<file path="src/hdl/debug_cfg_defs.vh">
`ifndef DEBUG_CFG_DEFS_VH
`define DEBUG_CFG_DEFS_VH
// Register indices on the debug register select field.
`define REG_CONFIG_STATUS  5'h00
`define REG_MEM_ATTR       5'h05
`define REG_ATTR_MATCH_0   5'h06
`define REG_TRIG_DEF       5'h07
`define REG_ATTR_MATCH_1   5'h16
`define REG_EXT_TRIG_DEF   5'h17
// Reset values.
`define MEM_ATTR_RESET     8'h05
`define ATTR_MATCH_RESET   32'h0000_0005
// Trigger state field encodings.
`define TSTATE_NONE        4'h0
`define TSTATE_WAIT_L1     4'h1
`define TSTATE_HIT_L1      4'h2
`define TSTATE_WAIT_L2     4'h5
`define TSTATE_HIT_L2      4'h6
// Configuration/status field positions.
`define CS_DOUBLE_FAULT    27
`define CS_HW_TRIG         26
`define CS_HALT_INSTR      25
`define CS_EXT_BREAK       24
`define CS_BREAK_IRQ       18
`define CS_TRACE_DIS       17
`define CS_BLOCK_CPU       16
`define CS_MAP             15
`define CS_TRACE_MON       14
`define CS_FORCE_MON       13
`define CS_USER_HALT       10
`define CS_SERIAL_EXEC     6
`define CS_IGNORE_IRQ      5
`define CS_SINGLE_STEP     4
`define CS_OWN_TRACE       3
`define CS_FORCE_DBG       1
`define CS_SUPPRESS_DBG    0
// Mask of configuration bits software may write.
`define CS_WRITE_MASK      32'h0007_FF7B
// Trigger definition level enables.
`define TD_L2_ENABLE       29
`define TD_L1_ENABLE       13
// Transfer type codes.
`define TT_NORMAL          2'h0
`define TT_EXTERNAL        2'h1
`define TT_EMULATOR        2'h2
`define TM_EMU_DATA        3'h5
`define TM_EMU_CODE        3'h6
// Extra cycles added per instruction in serial mode.
`define SERIAL_EXTRA_CYC   3'h5
`endif

</file>
<file path="src/hdl/debug_config_attr_match.v">
`include "debug_cfg_defs.vh"
`timescale 1ns/1ps
`default_nettype none
module debug_config_attr_match #(
    parameter [3:0] REVISION = 4'h3 // Arbitrary revision value.
) (
    input  wire        clk,
    input  wire        rst_b,
    input  wire        portWrite,
    input  wire        portRead,
    input  wire        cpuWrite,
    input  wire [4:0]  regSel,
    input  wire [31:0] writeData,
    input  wire        memCmd,
    input  wire        memCmdRead,
    input  wire [1:0]  memCmdSize,
    input  wire        enterDebugTrigger,
    input  wire        enterDebugHalt,
    input  wire        enterDebugBreak,
    input  wire        catastrophicHalt,
    input  wire        resumeCmd,
    input  wire        coreHalted,
    input  wire        level1Hit,
    input  wire        level2Hit,
    input  wire        instrSample,
    input  wire        traceException,
    input  wire        irqRequest,
    input  wire        userEntry,
    input  wire        spaceIdLoad,
    input  wire        syncPcCmd,
    input  wire [7:0]  currentSpaceId,
    input  wire        traceIdle,
    input  wire [7:0]  traceNibbleIn,
    input  wire        externalBreakIn,
    input  wire        traceClockIn,
    input  wire        busValid,
    input  wire        busRead,
    input  wire [1:0]  busSize,
    input  wire [1:0]  busType,
    input  wire [2:0]  busModifier,
    input  wire [7:0]  busSpaceId,
    output reg  [31:0] readData,
    output reg         readValid,
    output reg         debugModeOut,
    output reg         debugIrq,
    output reg         traceClockOut,
    output reg  [7:0]  traceNibbleBus,
    output reg         attrMatch0,
    output reg         attrMatch1,
    output reg         monitorMode,
    output reg         emuSpecialSpace,
    output reg  [1:0]  emuTypeOut,
    output reg         sramCacheDisable,
    output reg         serialExecution,
    output reg  [2:0]  serialExtraCycles,
    output reg         singleStepHalt,
    output reg         irqAccept,
    output reg         ownershipEmit,
    output reg  [1:0]  operandCaptureSel,
    output reg  [1:0]  branchTargetCount,
    output reg  [7:0]  memAttr
);

    // Configuration and status storage.
    reg  [3:0]  trigState;
    reg         doubleFault;
    reg         hwTrigFlag;
    reg         haltFlag;
    reg         breakFlag;
    reg  [31:0] cfgBits;
    reg  [31:0] attrMatch0Reg;
    reg  [31:0] attrMatch1Reg;
    reg  [31:0] trigDef;
    reg  [31:0] extTrigDef;
    reg  [1:0]  breakSync;
    reg         breakPrev;
    reg         irqPending;
    reg  [1:0]  traceClkSync;
    reg         stepArmed;

    // Write gating. The debug port may always write; the processor is held off
    // by the block bit. A trigger definition write from either side restarts the
    // trigger state, so software must program triggers before enabling them.
    wire portCfgWrite = portWrite && regSel == `REG_CONFIG_STATUS;
    wire cpuAllowed   = cpuWrite && !cfgBits[`CS_BLOCK_CPU];
    wire anyWrite     = portWrite || cpuAllowed;
    wire trigDefWrite = anyWrite && (regSel == `REG_TRIG_DEF || regSel == `REG_EXT_TRIG_DEF);
    wire readClears   = portRead && regSel == `REG_CONFIG_STATUS &&
                        (trigState == `TSTATE_HIT_L2 ||
                        (trigState == `TSTATE_HIT_L1 && !trigDef[`TD_L2_ENABLE]));
    wire breakFall    = breakPrev && !breakSync[1];

    wire [31:0] statusView = (cfgBits & `CS_WRITE_MASK) |
                             {trigState, doubleFault, hwTrigFlag, haltFlag, breakFlag,
                              REVISION, 20'h00000};

    // Next trigger state; hits advance, writes and qualifying reads clear.
    reg [3:0] next_trigState;
    always @* begin
        next_trigState = trigState;
        if (trigState == `TSTATE_NONE && trigDef[`TD_L1_ENABLE])
            next_trigState = `TSTATE_WAIT_L1;
        else if (trigState == `TSTATE_WAIT_L1 && level1Hit)
            next_trigState = trigDef[`TD_L2_ENABLE] ? `TSTATE_WAIT_L2 : `TSTATE_HIT_L1;
        else if (trigState == `TSTATE_WAIT_L2 && level2Hit)
            next_trigState = `TSTATE_HIT_L2;
        if (trigDefWrite || readClears)
            next_trigState = `TSTATE_NONE;
    end

    // Attribute comparison against a match register; masked bits compare equal.
    // The low byte holds direction, size, type and modifier, the next byte the
    // mask for each of them. The space id only counts when its qualify bit is set,
    // so a cleared qualify bit leaves the comparison as it was without ids.
    function matchAttr;
        input [31:0] ar;
        input        rd;
        input [1:0]  sz;
        input [1:0]  tt;
        input [2:0]  tm;
        input [7:0]  sid;
        reg   [7:0]  diff;
        begin
            diff = {rd, sz, tt, tm} ^ ar[7:0];
            matchAttr = ((diff & ~ar[15:8]) == 8'h00) &&
                        (!ar[24] || sid == ar[23:16]);
        end
    endfunction

    // Trigger state and the break pin synchroniser.
    always @(posedge clk or negedge rst_b) begin
        if (!rst_b) begin
            trigState <= `TSTATE_NONE;
            breakSync <= 2'h3;
            breakPrev <= 1'b1;
        end else begin
            trigState <= next_trigState;
            // The pin idles high, so the chain resets high to avoid a false edge.
            breakSync <= {breakSync[0], externalBreakIn};
            breakPrev <= breakSync[1];
        end
    end

    // Halt-cause flags; a new cause in the resume cycle wins over the clear.
    always @(posedge clk or negedge rst_b) begin
        if (!rst_b) begin
            doubleFault <= 1'b0;
            hwTrigFlag  <= 1'b0;
            haltFlag    <= 1'b0;
            breakFlag   <= 1'b0;
        end else begin
            if (catastrophicHalt)
                doubleFault <= 1'b1;
            else if (resumeCmd)
                doubleFault <= 1'b0;
            if (enterDebugTrigger)
                hwTrigFlag <= 1'b1;
            else if (resumeCmd)
                hwTrigFlag <= 1'b0;
            if (enterDebugHalt)
                haltFlag <= 1'b1;
            else if (resumeCmd)
                haltFlag <= 1'b0;
            if (enterDebugBreak)
                breakFlag <= 1'b1;
            else if (resumeCmd)
                breakFlag <= 1'b0;
        end
    end

    // Configuration word and trigger definition registers.
    always @(posedge clk or negedge rst_b) begin
        if (!rst_b) begin
            cfgBits       <= 32'h00000000;
            trigDef       <= 32'h00000000;
            extTrigDef    <= 32'h00000000;
            attrMatch0Reg <= `ATTR_MATCH_RESET;
            attrMatch1Reg <= `ATTR_MATCH_RESET;
        end else begin
            // Config writes
            // A port write wins over a processor write in the same cycle.
            if (portCfgWrite)
                cfgBits <= writeData & `CS_WRITE_MASK;
            else if (cpuAllowed && regSel == `REG_CONFIG_STATUS)
                cfgBits <= (writeData & `CS_WRITE_MASK & ~(32'h1 << `CS_BLOCK_CPU)) |
                           (cfgBits & (32'h1 << `CS_BLOCK_CPU));
            if (anyWrite && regSel == `REG_TRIG_DEF)
                trigDef <= writeData;
            if (anyWrite && regSel == `REG_EXT_TRIG_DEF)
                extTrigDef <= writeData;
            if (anyWrite && regSel == `REG_ATTR_MATCH_0)
                attrMatch0Reg <= writeData;
            if (anyWrite && regSel == `REG_ATTR_MATCH_1)
                attrMatch1Reg <= writeData;
        end
    end

    // Memory attribute register for debug-port memory commands.
    always @(posedge clk or negedge rst_b) begin
        if (!rst_b) begin
            memAttr <= `MEM_ATTR_RESET;
        end else begin
            if (anyWrite && (regSel == `REG_MEM_ATTR || regSel == `REG_ATTR_MATCH_0))
                memAttr[4:0] <= writeData[4:0];
            if (memCmd)
                memAttr[7:5] <= {memCmdRead, memCmdSize};
        end
    end

    // Pending debug interrupt and single-step arming.
    always @(posedge clk or negedge rst_b) begin
        if (!rst_b) begin
            irqPending <= 1'b0;
            stepArmed  <= 1'b0;
        end else begin
            // Pending debug interrupt
            // A new edge in a sample cycle stays pending for the next sample.
            if (cfgBits[`CS_BREAK_IRQ] && breakFall)
                irqPending <= 1'b1;
            else if (instrSample)
                irqPending <= 1'b0;
            if (resumeCmd)
                stepArmed <= 1'b1;
            else if (instrSample)
                stepArmed <= 1'b0;
        end
    end

    // Status readback towards the debug port; the processor has no read path.
    always @(posedge clk or negedge rst_b) begin
        if (!rst_b) begin
            readData  <= 32'h00000000;
            readValid <= 1'b0;
        end else begin
            readValid <= portRead;
            readData  <= (portRead && regSel == `REG_CONFIG_STATUS) ? statusView : 32'h0;
        end
    end

    // Trace clock sampled by the core clock.
    // The link clock is foreign to the core clock, so it passes two flip-flops
    // first; the output copy therefore lags the input by two to three cycles.
    // Space id emission takes priority over idle status and core trace data.
    always @(posedge clk or negedge rst_b) begin
        if (!rst_b) begin
            traceClkSync  <= 2'h0;
            traceClockOut <= 1'b0;
            traceNibbleBus <= 8'h00;
        end else begin
            traceClkSync <= {traceClkSync[0], traceClockIn};
            if (cfgBits[`CS_TRACE_DIS]) begin
                traceClockOut  <= 1'b0;
                traceNibbleBus <= 8'h00;
            end else begin
                traceClockOut <= traceClkSync[1];
                if (cfgBits[`CS_OWN_TRACE] && (userEntry || spaceIdLoad || syncPcCmd))
                    traceNibbleBus <= currentSpaceId;
                else if (traceIdle)
                    traceNibbleBus <= {4'h0, trigState};
                else
                    traceNibbleBus <= traceNibbleIn;
            end
        end
    end

    // Control outputs registered from configuration and core state.
    always @(posedge clk or negedge rst_b) begin
        if (!rst_b) begin
            debugModeOut      <= 1'b0;
            debugIrq          <= 1'b0;
            attrMatch0        <= 1'b0;
            attrMatch1        <= 1'b0;
            monitorMode       <= 1'b0;
            emuSpecialSpace   <= 1'b0;
            emuTypeOut        <= `TT_NORMAL;
            sramCacheDisable  <= 1'b0;
            serialExecution   <= 1'b0;
            serialExtraCycles <= 3'h0;
            singleStepHalt    <= 1'b0;
            irqAccept         <= 1'b0;
            ownershipEmit     <= 1'b0;
            operandCaptureSel <= 2'h0;
            branchTargetCount <= 2'h0;
        end else begin
            debugModeOut <= cfgBits[`CS_FORCE_DBG] ||
                            (coreHalted && !cfgBits[`CS_SUPPRESS_DBG]);

            // The interrupt is raised only at an instruction sample point.
            debugIrq <= irqPending && instrSample;

            // Gated attribute match
            // Either level enable of the owning definition arms the comparison.
            attrMatch0 <= busValid && trigDef[`TD_L1_ENABLE] |
                          trigDef[`TD_L2_ENABLE] &&
                          matchAttr(attrMatch0Reg, busRead, busSize, busType,
                                    busModifier, busSpaceId);
            attrMatch1 <= busValid && extTrigDef[`TD_L1_ENABLE] |
                          extTrigDef[`TD_L2_ENABLE] &&
                          matchAttr(attrMatch1Reg, busRead, busSize, busType,
                                    busModifier, busSpaceId);

            // Monitor mode entry
            // Monitor mode is left only by a resume command.
            if (cfgBits[`CS_FORCE_MON] || (traceException && cfgBits[`CS_TRACE_MON]))
                monitorMode <= 1'b1;
            else if (resumeCmd)
                monitorMode <= 1'b0;
            emuSpecialSpace  <= monitorMode && cfgBits[`CS_MAP];
            sramCacheDisable <= monitorMode && cfgBits[`CS_MAP];

            emuTypeOut <= (monitorMode && cfgBits[`CS_MAP]) ? `TT_EMULATOR : `TT_NORMAL;

            serialExecution   <= cfgBits[`CS_SERIAL_EXEC];
            serialExtraCycles <= cfgBits[`CS_SERIAL_EXEC] ? `SERIAL_EXTRA_CYC : 3'h0;

            singleStepHalt <= cfgBits[`CS_SINGLE_STEP] && stepArmed && instrSample;

            irqAccept <= irqRequest && !(cfgBits[`CS_SINGLE_STEP] && cfgBits[`CS_IGNORE_IRQ]);

            ownershipEmit <= cfgBits[`CS_OWN_TRACE] && (userEntry || spaceIdLoad || syncPcCmd);

            operandCaptureSel <= cfgBits[12:11];
            branchTargetCount <= cfgBits[9:8];
        end
    end

endmodule // debug_config_attr_match
`default_nettype wire

</file>
<file path="config.mk">
export PLATFORM = sky130hd
export DESIGN_NAME = debug_config_attr_match
export DESIGN_NICKNAME = d
export VERILOG_FILES = /design/src/hdl/debug_config_attr_match.v
export VERILOG_INCLUDE_DIRS = /design/src /design/src/hdl
export SDC_FILE = /design/constraint.sdc
export NUM_CORES = 1
export LEC_CHECK = 0
export BUFFER_PORTS_ARGS = -buffer_cell sky130_fd_sc_hd__buf_2
export CAP_MARGIN = 20
export CORE_MARGIN = 4
export CORE_UTILIZATION = 30
export CTS_BUF_LIST = sky130_fd_sc_hd__clkbuf_8 sky130_fd_sc_hd__clkbuf_16
export DETAILED_ROUTE_END_ITERATION = 10
export PLACE_DENSITY = 0.53
export SLEW_MARGIN = 5
export SYNTH_ARGS = -nofsm -noshare
export SYNTH_HDL_FRONTEND = slang
export SYNTH_SLANG_ARGS = --single-unit
export TNS_END_PERCENT = 20
</file>
<file path="constraint.sdc">
create_clock -name clk -period 2.6 [get_ports clk]
set_clock_uncertainty 0.15 [all_clocks]
set_input_delay 0.13 -clock clk [delete_from_list [all_inputs] [get_ports clk]]
set_output_delay 0.13 -clock clk [all_outputs]
set_load 0.02 [all_outputs]
</file>
Word-level counts from Yosys, hierarchy flattened
Index checks and enable logic that the tools add are counted.
{"block": "word_totals", "regBits": 213, "wordCells": 142}
{"block": "classes", "reduce_logical": 63, "bitwise": 10, "eq_ne": 11, "n_mux": 23}
{"cell": "19-bit 2-to-1 mux", "n": 2}
{"cell": "1-bit logical AND", "n": 32}
{"cell": "32-bit 2-to-1 mux", "n": 1}
{"cell": "19-bit by 32-bit OR with 32-bit output", "n": 1}
{"cell": "8-bit 2-to-1 mux", "n": 3}
{"cell": "19-bit by 17-bit OR with 19-bit output", "n": 1}
{"cell": "8-bit AND", "n": 2}
{"cell": "8-bit == test", "n": 2}
{"cell": "8-bit logical NOT", "n": 2}
{"cell": "4-bit 2-to-1 mux", "n": 4}
{"cell": "8-bit NOT", "n": 2}
{"cell": "2-bit nonzero test", "n": 8}
{"cell": "8-bit bitwise XOR", "n": 2}
{"cell": "5-bit by 3-bit == test with 1-bit output (second input constant)", "n": 3}
{"cell": "1-bit logical OR", "n": 11}
{"cell": "5-bit == test (second input constant)", "n": 2}
{"cell": "1-bit 2-to-1 mux", "n": 10}
{"cell": "4-bit by 3-bit == test with 1-bit output (second input constant)", "n": 2}
{"cell": "1-bit logical NOT", "n": 7}
{"cell": "3-bit 2-to-1 mux", "n": 2}
{"cell": "5-bit logical NOT", "n": 1}
{"cell": "4-bit by 1-bit == test with 1-bit output (second input constant)", "n": 1}
{"cell": "4-bit by 2-bit == test with 1-bit output (second input constant)", "n": 1}
{"cell": "4-bit logical NOT", "n": 1}
{"cell": "other kinds (3)", "n": 4}

Logic depth before layout (Yosys ltp)
Gate-level depths: netlist of run 1.
{"block": "depth", "ltp_word": 6, "mapped_depth": 6, "ltp_nobuf": 4}

Least setup slack after synthesis of run 1
No wires, ideal clock.
{"block": "synth_timing", "path_kind": "reg2reg", "startpoint": "register cfgBits[16]", "endpoint": "register attrMatch0Reg[10]", "setup_slack_ns": 0.777, "setup_ns": 0.125, "n_path_buf": 2, "path_stages_with_launch": 7, "synth_period_minus_slack_ns": 1.823, "arrival_time_ns": 1.549, "t_required_ns": 2.325, "cell_sequence": "dfrtp_1 -> nor2b_2 -> o211ai_1 -> or3_1 -> buf_2 -> buf_6 -> mux2_2"}
{"block": "synth_between", "elab_chain_cells": 4}
{"item": "from (decl)", "line_no": "debug_config_attr_match.v:70", "rtl": "reg [31:0] cfgBits;"}
{"item": "from (signal assigned)", "line_no": "debug_config_attr_match.v:183", "rtl": "cfgBits <= writeData & `CS_WRITE_MASK;"}
{"item": "from (signal assigned)", "line_no": "debug_config_attr_match.v:185", "rtl": "cfgBits <= (writeData & `CS_WRITE_MASK & ~(32'h1 << `CS_BLOCK_CPU)) |"}
{"item": "1-bit logical NOT", "line_no": "debug_config_attr_match.v:85", "rtl": "wire cpuAllowed = cpuWrite && !cfgBits[`CS_BLOCK_CPU];"}
{"item": "1-bit logical AND", "line_no": "debug_config_attr_match.v:85"}
{"item": "1-bit logical OR", "line_no": "debug_config_attr_match.v:86", "rtl": "wire anyWrite = portWrite || cpuAllowed;"}
{"item": "1-bit logical AND (no line)"}
{"item": "to (signal assigned)", "line_no": "debug_config_attr_match.v:177", "rtl": "attrMatch0Reg <= `ATTR_MATCH_RESET;"}
{"item": "to (signal assigned)", "line_no": "debug_config_attr_match.v:192", "rtl": "attrMatch0Reg <= writeData;"}
{"item": "to (decl)", "line_no": "debug_config_attr_match.v:71", "rtl": "reg [31:0] attrMatch0Reg;"}
Every way passes these cells.
A chain may end at the register's enable or synchronous reset.

Worst setup path in the final report of run 1
{"block": "layout_timing", "startpoint": "register cfgBits[16]", "endpoint": "register attrMatch0Reg[6]"}
The elaborated chain is that of the path after synthesis.

==> summary.md, run 1 <==
In this run the power density over the cells is 845 nW/µm². After layout, the minimum clock period comes to 1.94 ns. Synthesis produced a netlist whose cell count is 398. TritonCTS built the clock tree. Setup violations remaining at the end of the flow were counted as 0. By startpoint and endpoint, the worst setup path is classified as reg2reg. In this run the vertical extent of the chip is 146 µm. The starting DRC count in detailed routing is 125.

In this run the number of H-tree levels came out at 4. The tools report the count of placed standard cells in the final layout, fillers left out as 867. The number of warnings printed during yosys synthesis is 0. The run gives 17 as the TritonCTS buffer count. Worst slew margin relative to its limit: 47.1%. The highest signal layer in the routed design was met4.

The logs give 13.7% for the total track usage and 0.443 mV for the peak supply drop. Of the total power, the clock network draws 39.0%. After detailed routing, the average wire length per cell comes to 16.3 µm.

The worst endpoint required time is 2.74 ns. The tools report the number of rows in the core area as 50. The cell internal power dissipation is 4.99 mW, and the share of synthesized flip-flops with an asynchronous set or reset is 100%. The area taken by multi-input logic gates is 1980 µm². The filler cells instantiated in the layout total 1740. The number of buffers added for setup after CTS was 0. In this run the standard cell core region covers 18700 µm².

Largest net degree at the start of global routing: 60. TritonCTS sink count: 142. For the worst-case clock buffer depth, the log shows 2. The critical path starts at cfgBits[16]$_DFFE_PN0P_.

The met3 wire length was 732 µm; the number of ports placed on the die boundary was 166. After synthesis, the mean cell area works out to 14.4 µm². In this run the static leakage power is 3.88 nW. For the number of hold violations in the final report, the log shows 0. The capture point of the worst path was attrMatch0Reg[6]$_DFFE_PN0P_. The startpoint identified for the worst hold timing path is regSel[0]. XOR/XNOR share of the synthesized area: 5.05%. The clock transition at the registers of the reported paths is 0.06 ns, and the fraction of layout instances using a drive strength above 1 is 44.5%.

The count of flip-flops with a built-in enable after synthesis works out to 0. The relative area change from synthesis to final layout works out to 39.1%. The startpoint identified for the worst register-to-register timing path is cfgBits[16]$_DFFE_PN0P_. The tools report the number of nets at the end of the flow as 716. The first detailed-routing pass took 4 iterations.

The die covers 21300 µm². The dominant cell type by area after synthesis is dfrtp_1. The tools report the wire length the detailed router placed on met1 as 6.25 mm. Using the TritonRoute via totals, the vias-per-cell ratio works out to 4.42. Counting tap cells, the placed design contains a total of 772 instances. The tools report the highest clock rate as 516 MHz.

For the net switching power of the design, the log shows 1.74 mW. The final route contains 3833 vias. Measured in cells, the most critical reg-to-reg path has a length of 5. Net switching is 25.8% of the power. In this run the clock root is driven by a clkbuf_16.

The flip-flop and latch count after synthesis was 142; the clock insertion delay at the later pin of the skew report was 0.41 ns. After Yosys synthesis, and, or, nand and nor cells account for 7.87% of the synthesized area. After synthesis, the largest family of logic cells by area is multiplexers. Share of total power in combinational logic: 18.0%. The type of destination of the critical path was a flip-flop.

The via count of the first global-routing pass was 4230. In this run the remaining antenna-violating nets after routing total 0. The flow ran to the end, and the final reports show no timing, DRC or antenna violations. The count of buffers inserted at the top-level ports is 151, and the transition at the pin with the smallest max-transition slack is 0.790 ns. The area of the mapped netlist was 5720 µm². The synthesized netlist devotes 0% of its cell area to adder and majority cells. For this run the aggregate overflow at the end of global routing stands at 0. Of the post-synthesis cell area, the part taken by muxes is 16.7%. The area taken by flip-flops and latches came out at 3560 µm². Summed over all nets, wire length on met2 after detailed routing comes to 6.83 mm.

Summed over its instances, the top area cell type makes up 58.2% of the synthesized netlist area. The final-report max-slew violation count is 0, and the slack of the worst reg-to-reg path is 0.66 ns. STA classifies the critical path startpoint as a flip-flop.

The share of the Yosys chip area taken by registers is 62.3%. The remaining design rule violation count was 0. The main flop type after synthesis was dfrtp_1.

After layout, the worst path uses 74.6% of the clock period. In the post-synthesis netlist, the biggest area contributors are dfrtp_1 (58%), mux2_2 (14%), xnor2_1 (5.1%). In this run the worst path has a maximum fanout of 25. At the worst endpoint, the arrival time is 2.08 ns. The post-synthesis compound-gate area fraction works out to 4.42%.

Max-cap violations in this run came to 0. Summed over all failing endpoints, the final setup total negative slack is 0 ns. Detailed placement finished with a half-perimeter wire length of 10.1 mm. Summed over all layers, the routed wires come to 14.1 mm. The placer's final routability congestion estimate was 0.744. Number of antenna violations at the first check in global routing: 0.

Setup repair after global routing left no endpoint under its margin. Per report_power, the sequential group accounts for 43.0% of the total. The final-layout worst hold slack is 0.0430 ns, and the horizontal die dimension is 146 µm.

The logs give 0 for the number of antenna cells inserted and 43 for the number of unique standard cell types used by synthesis. The starting utilization of the core area was 30.6%. The worst min-delay path category was in2reg. Capturing point of the worst reg2reg path: attrMatch0Reg[6]$_DFFE_PN0P_. The first global-routing pass estimated 23.0 mm of wire.
==> flip-flops by register name, indices dropped and copies added (netlist names), 3 cells and up <==
name / cells
attrMatch0Reg: 25
readData: 25
memAttr: 8
attrMatch1Reg: 25
cfgBits: 17
traceNibbleBus: 8
trigState: 3
==> synth_stat cells (2+ instances only) <==
cell and instances:
a211oi_1 3, nand4_1 6, a21oi_1 6, and3_1 3, and2_1 26, mux2i_1 3
o21ai_0 4, inv_1 6, dfrtp_1 133, buf_2 4, clkbuf_2 2, buf_6 2
mux2_2 69, nor2_1 10, xnor2_1 33, clkbuf_1 3, o22ai_1 6, nand2_1 7
mux2_4 10, a21o_1 5, o21a_1 3, nor3_1 3, nand3b_1 6, nor3b_1 3
o221ai_1 2, buf_4 13, dfstp_2 9, nor2b_1 3
==> power groups by stage <==
stage / Sequential [mW] / Combinational [mW] / Clock, mW
CTS: 2.90 / 1.23 / 2.70
finish: 2.89 / 1.21 / 2.62
global route: 2.95 / 1.33 / 2.80
detailed placement: 2.94 / 1.12 / 0
global placement: 2.91 / 1.09 / 0
floorplan: 2.98 / 0.655 / 0
==> cells in the final DEF, fill, tap and decap left out, types with 4 or more instances in the layout <==
cell type | synthesis | routed
dfstp_2 | 9 | 9
mux2_4 | 10 | 10
bufinv_16 | 0 | 4
mux2_2 | 69 | 69
a21oi_1 | 6 | 6
nor2_1 | 10 | 10
dlygate4sd3_1 | 0 | 63
a21o_1 | 5 | 5
nand3b_1 | 6 | 6
dfrtp_1 | 133 | 133
and2_1 | 26 | 26
buf_2 | 4 | 150
clkbuf_16 | 0 | 17
o21ai_0 | 4 | 4
inv_1 | 6 | 7
xnor2_1 | 33 | 33
o22ai_1 | 6 | 6
nand2_1 | 7 | 7
buf_4 | 13 | 6
conb_1 | 1 | 8
nand4_1 | 6 | 6
clkbuf_8 | 0 | 4
==> timing repair <==
action                                 4_1_cts  5_1_grt
endpoints found under the hold margin      154        0
gates resized for setup                      0        0
hold buffers                                63        0
==> logic make-up (layout without fill, tap and decap cells) <==
group	Yosys count	in the layout
AOI/OAI and AO/OA	36	36
xor gates and xnor gates	33	33
buffers and inverters	31	259
DFF	142	142
muxes	82	82
other	1	8
and+or+nand+nor	73	73
==> stage by stage <==
stage	power, mW	worst slack, ns	util, %	area, µm²
finish	6.73	0.661	42.6	7960
global placement	4.00	0.647	35.7	6690
detailed placement	4.06	0.631	35.7	6690
global route	7.08	0.555	42.6	7960
floorplan	3.63	0.777	-	5750
CTS	6.83	0.631	42.6	7960
==> how the worst min path moves through the flow <==
stage | end | slack [ns] | cells past startpoint
final | extTrigDef[29]$_DFFE_PN0P_ | 0.04 | 3
after global routing | extTrigDef[13]$_DFFE_PN0P_ | 0.05 | 3
after CTS | extTrigDef[29]$_DFFE_PN0P_ | 0.03 | 3
after detailed placement | memAttr[7]$_DFFE_PN0P_ | -0.03 | 1
after global placement | memAttr[5]$_DFFE_PN0P_ | -0.03 | 1
after floorplan | attrMatch0$_DFF_PN0_ | -0.32 | 0
==> per-layer routing <==
layer | global-route usage, % | up-vias
met5 | 0 | -
met1 | 17.4 | 1896
met3 | 4.07 | 17
met4 | 5.32 | 0
li1 | - | 1804
met2 | 22.2 | 116
==> worst max-delay path: stages, from the launching register on <==
cell      delay (ns)
dfrtp_1         0.39
nor2b_2         0.21
o211ai_1        0.15
or3_1           0.33
buf_4           0.25
mux2_2          0.32
==> cell type report <==
cell class / instances / area share (%)
inverter: 6 / 0.283
tap: 234 / 3.68
clock inverter: 11 / 2.06
sequential: 142 / 44.8
multi-input combinational: 232 / 24.9
clock buffer: 21 / 6.03
timing repair buffer: 221 / 18.3
Note: power is estimated with default switching activity, not from simulation.
==> run 2, diff against run 1 <==
Settings changed: PLACE_DENSITY 0.53 to 0.55.
Clock period 2.6 ns to 1.67 ns, I/O delays scaled along.
==> summary.md, run 2 (same netlist as run 1, synthesis figures left out) <==
The critical path goes through nor2b_4, o211ai_1, or3_4, buf_12, mux2_2. The final-report max-slew violation count is 0, and the count of buffering cells on the critical path with inverters included is 1. The tools report the detailed-route wire length as 14.1 mm. In this run the number of cells on the critical path is 5.

Using the TritonRoute via totals, the vias-per-cell ratio works out to 4.39. Clock tree synthesis selected as its root buffer the cell clkbuf_16. For the setup slack of the critical path after layout, the log shows -0.122 ns. The number of clock buffers added by TritonCTS is 17.

The worst-case clock buffer depth is 2, and the placeable core region is 18700 µm². After clock tree synthesis, the clock-pin slew on the worst setup and hold paths is 0.06 ns. Max-cap violations in this run came to 0.

For this design, the sink count on the clock tree is 142. The run finished, with violations left. Leaving out fill and tap cells, the most frequent cells in the layout are buf_2 (150), dfrtp_1 (131), dlygate4sd3_1 (73), mux2_2 (68), xnor2_1 (33). The kind of cell adding the most delay to the critical path was simple AND/OR/NAND/NOR gates. The detailed router put a total of 6.06 mm of wire on met1. In this run the worst setup path terminates at attrMatch0Reg[10]$_DFFE_PN0P_. The number of antenna diodes in the final layout is 0. The endpoint identified for the worst register-to-register timing path is attrMatch0Reg[10]$_DFFE_PN0P_. The starting DRC count in detailed routing is 114, and the number of antenna-violating nets in the routed design is 0. Routed signal wires occupy layers up through met5. Data on the critical path is required at its endpoint by 1.82 ns. TritonCTS built the clock tree. The first detailed-routing pass ran for 4 iterations. Derived from the worst setup path, the maximum achievable clock frequency is 558 MHz. The final reports fail on negative hold slack, negative setup slack. The tools report the count of placed standard cells in the final layout, fillers left out as 889. The worst reg2reg path startpoint was cfgBits[16]$_DFFE_PN0P_.

Worst slew margin relative to its limit: 45.0%. Dividing the detail-routed wire length by the instance count gives 15.8 µm. The number of rows in the core area is 50. The worst setup path is launched from a flip-flop. Summed over all failing endpoints, the final setup total negative slack is -3.49 ns. Cells with a size suffix above 1 make up 46.0% of the layout. The depth of the worst register-to-register path was 5; the number of setup violations in the final report was 49. The logs give 6820 µm² for the standard cell area after detailed placement and -0.372 ns for the post-place setup slack.

For this design the ratio of total power to cell area is 1230 nW/µm². The number of placed instances, taps included was 782; the met3 wire length was 873 µm. The tools report the remaining design rule violation count as 0.

STA classifies the critical path endpoint as a flip-flop. For this run, the post-layout net count is 738. The cts-stage hold buffer count was 73. The tools report the post-route cell area as 8190 µm². The via count of the first global-routing pass was 4210.

Routability-driven placement finished with a final weighted congestion of 0.761. The portion of the clock cycle consumed by the worst path in the final layout works out to 107%. The tools report the total vias in the final route as 3906. The largest individual stage delay along the critical path comes from the cell dfrtp_1. The endpoint arrival time on the critical path is 1.94 ns, and the number of hold violations in the final report is 4.

Setup repair after global routing could not meet its margin everywhere. In this run the worst path has a maximum fanout of 25. The largest net degree at the start of global routing is 38, and the number of antenna violations at the first check in global routing is 2.

The routed wire length on met2 came out at 6.94 mm. The detailed-placement wirelength estimate came out at 10.2 mm. For this design the static power due to leakage is 3.97 nW. In the final layout, the registers with the most flip-flops are attrMatch0Reg (25), attrMatch1Reg (25), readData (25). Across every metal layer, demand over resource in global routing totals 13.5%.

The die is 146 µm tall. The die outline area came out at 21300 µm². The final-layout worst hold slack was -0.0243 ns. In this run the count of I/O pins placed on the die edge is 166. Once the floorplan was initialized, standard cells occupied 30.6% of the core. Worst min-delay path category: in2reg. The tools report the clock insertion delay at the later pin of the skew report as 0.42 ns. H-tree depth: 4. Clock period minus worst slack: 1.79 ns.

The total overflow left after global routing is 0. The library cell used most frequently in the layout, excluding fill and tap cells, is buf_2. The first global-routing pass estimated 22.6 mm of wire. The horizontal die dimension was 146 µm; the critical path's largest stage delay was 0.40 ns.

The most critical setup path has its startpoint at cfgBits[16]$_DFFE_PN0P_. The relative area change from synthesis to final layout works out to 43.1%. The startpoint-to-endpoint class of the critical path was reg2reg.

Across all register-to-register paths, the minimum setup slack is -0.12 ns. The transition at the pin with the smallest max-transition slack is 0.820 ns. Across the VDD grid, the largest voltage drop is 0.759 mV. The count of buffers inserted at the top-level ports is 151.
-- run 2: changes by cell type in the layout (fill, tap and decap cells not counted), moves of 2 or more --
cell	previous run	this run
buf_4	6	12
dfrtp_2	0	2
dlygate4sd3_1	63	73
dfrtp_1	133	131
bufinv_16	4	1
clkinvlp_4	1	4
inv_6	0	3
buf_12	1	7
clkbuf_8	4	2
-- run 2: worst min path at each step --
stage	startpoint	cells after the start	slack, ns	endpoint
5_1_grt	userEntry	4	-0.006	traceNibbleBus[1]$_DFF_PN0_
4_1_cts	busValid	4	0.02	attrMatch1$_DFF_PN0_
3_3_place_gp	rst_b	1	-0.17	readData[6]$_DFF_PN0_
3_5_place_dp	rst_b	1	-0.17	readData[6]$_DFF_PN0_
6_report	syncPcCmd	4	-0.02	traceNibbleBus[2]$_DFF_PN0_
2_1_floorplan	rst_b	0	-0.36	attrMatch0$_DFF_PN0_
-- run 2: routing by layer --
layer / GRT usage (%) / vias to the layer above
met3: 4.75 / 21
met5: 0 / -
li1: - / 1844
met2: 22.1 / 119
met4: 4.84 / 4
met1: 16.6 / 1918
-- run 2: power by group --
part	internal (mW)	switching, mW	total [mW]	leakage (nW)
Combinational	1.07	0.879	1.95	1.92
Sequential	4.09	0.413	4.51	1.78
Clock	2.13	1.47	3.59	0.273
Total	7.29	2.76	10.0	3.97
-- run 2: area by class of cell --
type                    instances  area [µm²]
well taps                     234         293
clock buffers                  19         453
inverters                       6        22.5
fillers                      1747       10500
clock inverters                13         114
flip-flops and latches        142        3570
repair buffers                243        1720
multi-input cells             232        2020
-- run 2: per-stage QoR --
| step | util, % | power, mW |
|---|---|---|
| 2_1_floorplan | - | 5.66 |
| 3_3_place_gp | 36.5 | 6.27 |
| 3_5_place_dp | 36.5 | 6.36 |
| 4_1_cts | 43.6 | 10.2 |
| 5_1_grt | 43.8 | 10.6 |
| 6_report | 43.8 | 10.0 |
-- run 2: repair_timing --
item,4_1_cts,5_1_grt
buffers inserted,1,1
endpoints found under the hold margin,244,1
setup endpoints to repair,73,60
pin swaps,2,2
resized for setup,2,7
-- run 2: worst register-to-register path, cell delays in order, from the launching register on --
cell and delay [ns]:
dfrtp_1 0.40, nor2b_4 0.15, o211ai_1 0.14, or3_4 0.36
buf_12 0.18, mux2_2 0.29
==> run 3, diff against run 2 <==
Settings changed: CORE_UTILIZATION 30 to 40, PLACE_DENSITY 0.55 to 0.69.
==> summary.md, run 3 (same netlist as run 1, synthesis figures left out) <==
Overall overflow remaining after global route: 0. TritonCTS built the clock tree. The type of destination of the critical path is a flip-flop.

The area taken by flip-flops and latches was 3570 µm². Largest driver fanout on the critical path: 25. Measured on the finished design, the core utilization comes to 58.3%.

From left edge to right edge, the die measures 128 µm. The largest net degree at the start of global routing was 48; the worst-case clock buffer depth was 2. The via density per instance was 4.71. The run gives 4 as the H-tree depth. The placed instances occupy a cell area of 6750 µm².

OpenSTA, run right after detailed placement, puts the worst setup slack at -0.330 ns. Detailed placement ended at an HPWL of 9.17 mm. Category of the worst setup path launch point: a flip-flop. Leaving out fill and tap cells, the most frequent cell in the layout is buf_2. Global routing consumed, over all layers together, 17.0% of the routing resources. Summing all multi-input logic gate instances after layout gives 2010 µm². The run gives 0 as the number of antenna-violating nets in the routed design. The cell with the largest stage delay on the worst path was dfrtp_1. Clock tree synthesis found a total of 142 sinks. The largest registers in the layout are attrMatch0Reg (25), attrMatch1Reg (25), readData (25). The fraction of layout instances using a drive strength above 1 is 45.3%, and the final-report max-slew violation count is 0. The count of buffers inserted at the top-level ports works out to 151. The critical path in this run is classified as reg2reg. Walking the worst path, the cells encountered are nor2b_2, o211ai_1, or3_4, buf_12, mux2_2.

After detailed routing, the number of remaining DRC violations is 0. The worst min-delay path category is in2async. The starting DRC count in detailed routing was 123. In this run the standard cell core region covers 13900 µm².

The first detailed-routing pass took 4 iterations. Clock-pin slew was measured on the worst setup and hold paths at 0.06 ns. The final reports fail on negative setup slack. In this design, the largest share of critical-path delay is due to simple AND/OR/NAND/NOR gates.

The worst-case IR drop observed on VDD is 0.674 mV. The wire length per cell was 15.9 µm; the via count of the first global-routing pass was 4269. The critical path's largest stage delay was 0.38 ns.

Setup repair after global routing could not meet its margin everywhere. The routed design could run at a clock period as short as 1.76 ns. Measured against its own limit, the worst slew margin works out to 42.1%. The number of antenna violations at the first check in global routing was 0. The layout has 1128 filler cells.

The number of setup violations in the final report was 26; the setup slack of the critical path after layout was -0.0916 ns. The die is 128 µm tall. The starting utilization of the core area is 41.1%, and the total vias in the final route is 3936. For the leakage power summed over all cells, the log shows 3.96 nW. The number of clock buffers added by TritonCTS is 17. From synthesis to final layout, the design area changed by 41.9%. The run gives 8120 µm² as the post-route cell area.

The die covers 16300 µm². Leaving out fill and tap cells, the most frequent cells in the layout are buf_2 (150), dfrtp_1 (131), dlygate4sd3_1 (75), mux2_2 (68), xnor2_1 (33). The congestion estimate from routability-driven global placement came to 0.781.

The number of hold violations in the final report was 0. The count of buffering cells on the critical path with inverters included works out to 1. At the worst endpoint, the required time is 1.82 ns. The run finished, with violations left. The tree is rooted in a clkbuf_16. The clock insertion delay at the later pin of the skew report was 0.42 ns.

The final layout contains 739 nets. Pin placement for this block handled 166 I/O pins. Static timing analysis puts the maximum clock frequency at 568 MHz.

The total power of the final layout is 9.90 mW. The number of rows in the core area is 43, and the ratio of total power to cell area is 1220 nW/µm². In the finished design, the share of the clock period the worst path needs comes to 105%. The run gives 1.91 ns as the endpoint arrival time on the critical path. At the pin with the least slew margin, the transition time is 0.863 ns. Max-cap violations in this run came to 0. Wires add up to 13.3 mm. The global-route wire length before repair came out at 21.4 mm.
run 3: worst paths after layout:
path	startpoint	to	slack (ns)	cells past startpoint
setup / recovery	cfgBits[16]$_DFFE_PN0P_	attrMatch0Reg[10]$_DFFE_PN0P_	-0.09	5
hold / removal	rst_b	readData[6]$_DFF_PN0_	0.007	2
setup reg to reg	cfgBits[16]$_DFFE_PN0P_	attrMatch0Reg[10]$_DFFE_PN0P_	-0.09	5
hold reg to reg	traceClkSync[0]$_DFF_PN0_	traceClkSync[1]$_DFF_PN0_	0.20	0
max in group asynchronous	rst_b	breakPrev$_DFF_PN1_	0.77	3
min in group clk	syncPcCmd	traceNibbleBus[6]$_DFF_PN0_	0.01	4
run 3: final cells by class:
| type | count | area share [%] |
|---|---|---|
| clock buffers | 19 | 5.58 |
| repair buffers | 244 | 21.4 |
| diodes | 1 | 0.0308 |
| well taps | 180 | 2.77 |
| clock inverters | 12 | 1.22 |
| inverters | 6 | 0.277 |
| flip-flops and latches | 142 | 43.9 |
| multi-input cells | 232 | 24.8 |
run 3: what timing repair did:
action                                  4_1_cts  5_1_grt
endpoints found under the setup margin       43       55
hold endpoints to repair                    242        0
gates resized for setup                       2        6
hold buffers                                 75        0
pin swaps                                     1        1
buffers inserted                              2        0
run 3: where the power goes:
part	switching [mW]	internal, mW
logic	0.865	1.06
clock network	1.36	2.10
registers	0.423	4.09
run 3: routing by layer:
layer | wire length, µm | part of all wire, % | global-route usage [%]
met1 | 5390 | 41 | 20.4
met2 | 6680 | 50 | 27.8
met3 | 786 | 5.9 | 4.85
met4 | 435 | 3.3 | 8.93
met5 | 0 | 0 | 0
run 3: per-stage QoR:
step | std cells | hold slack (ns) | TNS (ns)
2_1_floorplan | 405 | -0.362 | -4.50
3_3_place_gp | 727 | -0.0956 | -3.34
3_5_place_dp | 727 | -0.0832 | -5.46
4_1_cts | 835 | 0.0122 | -2.20
5_1_grt | 835 | 0.0322 | -5.57
6_report | 836 | 0.00668 | -2.00
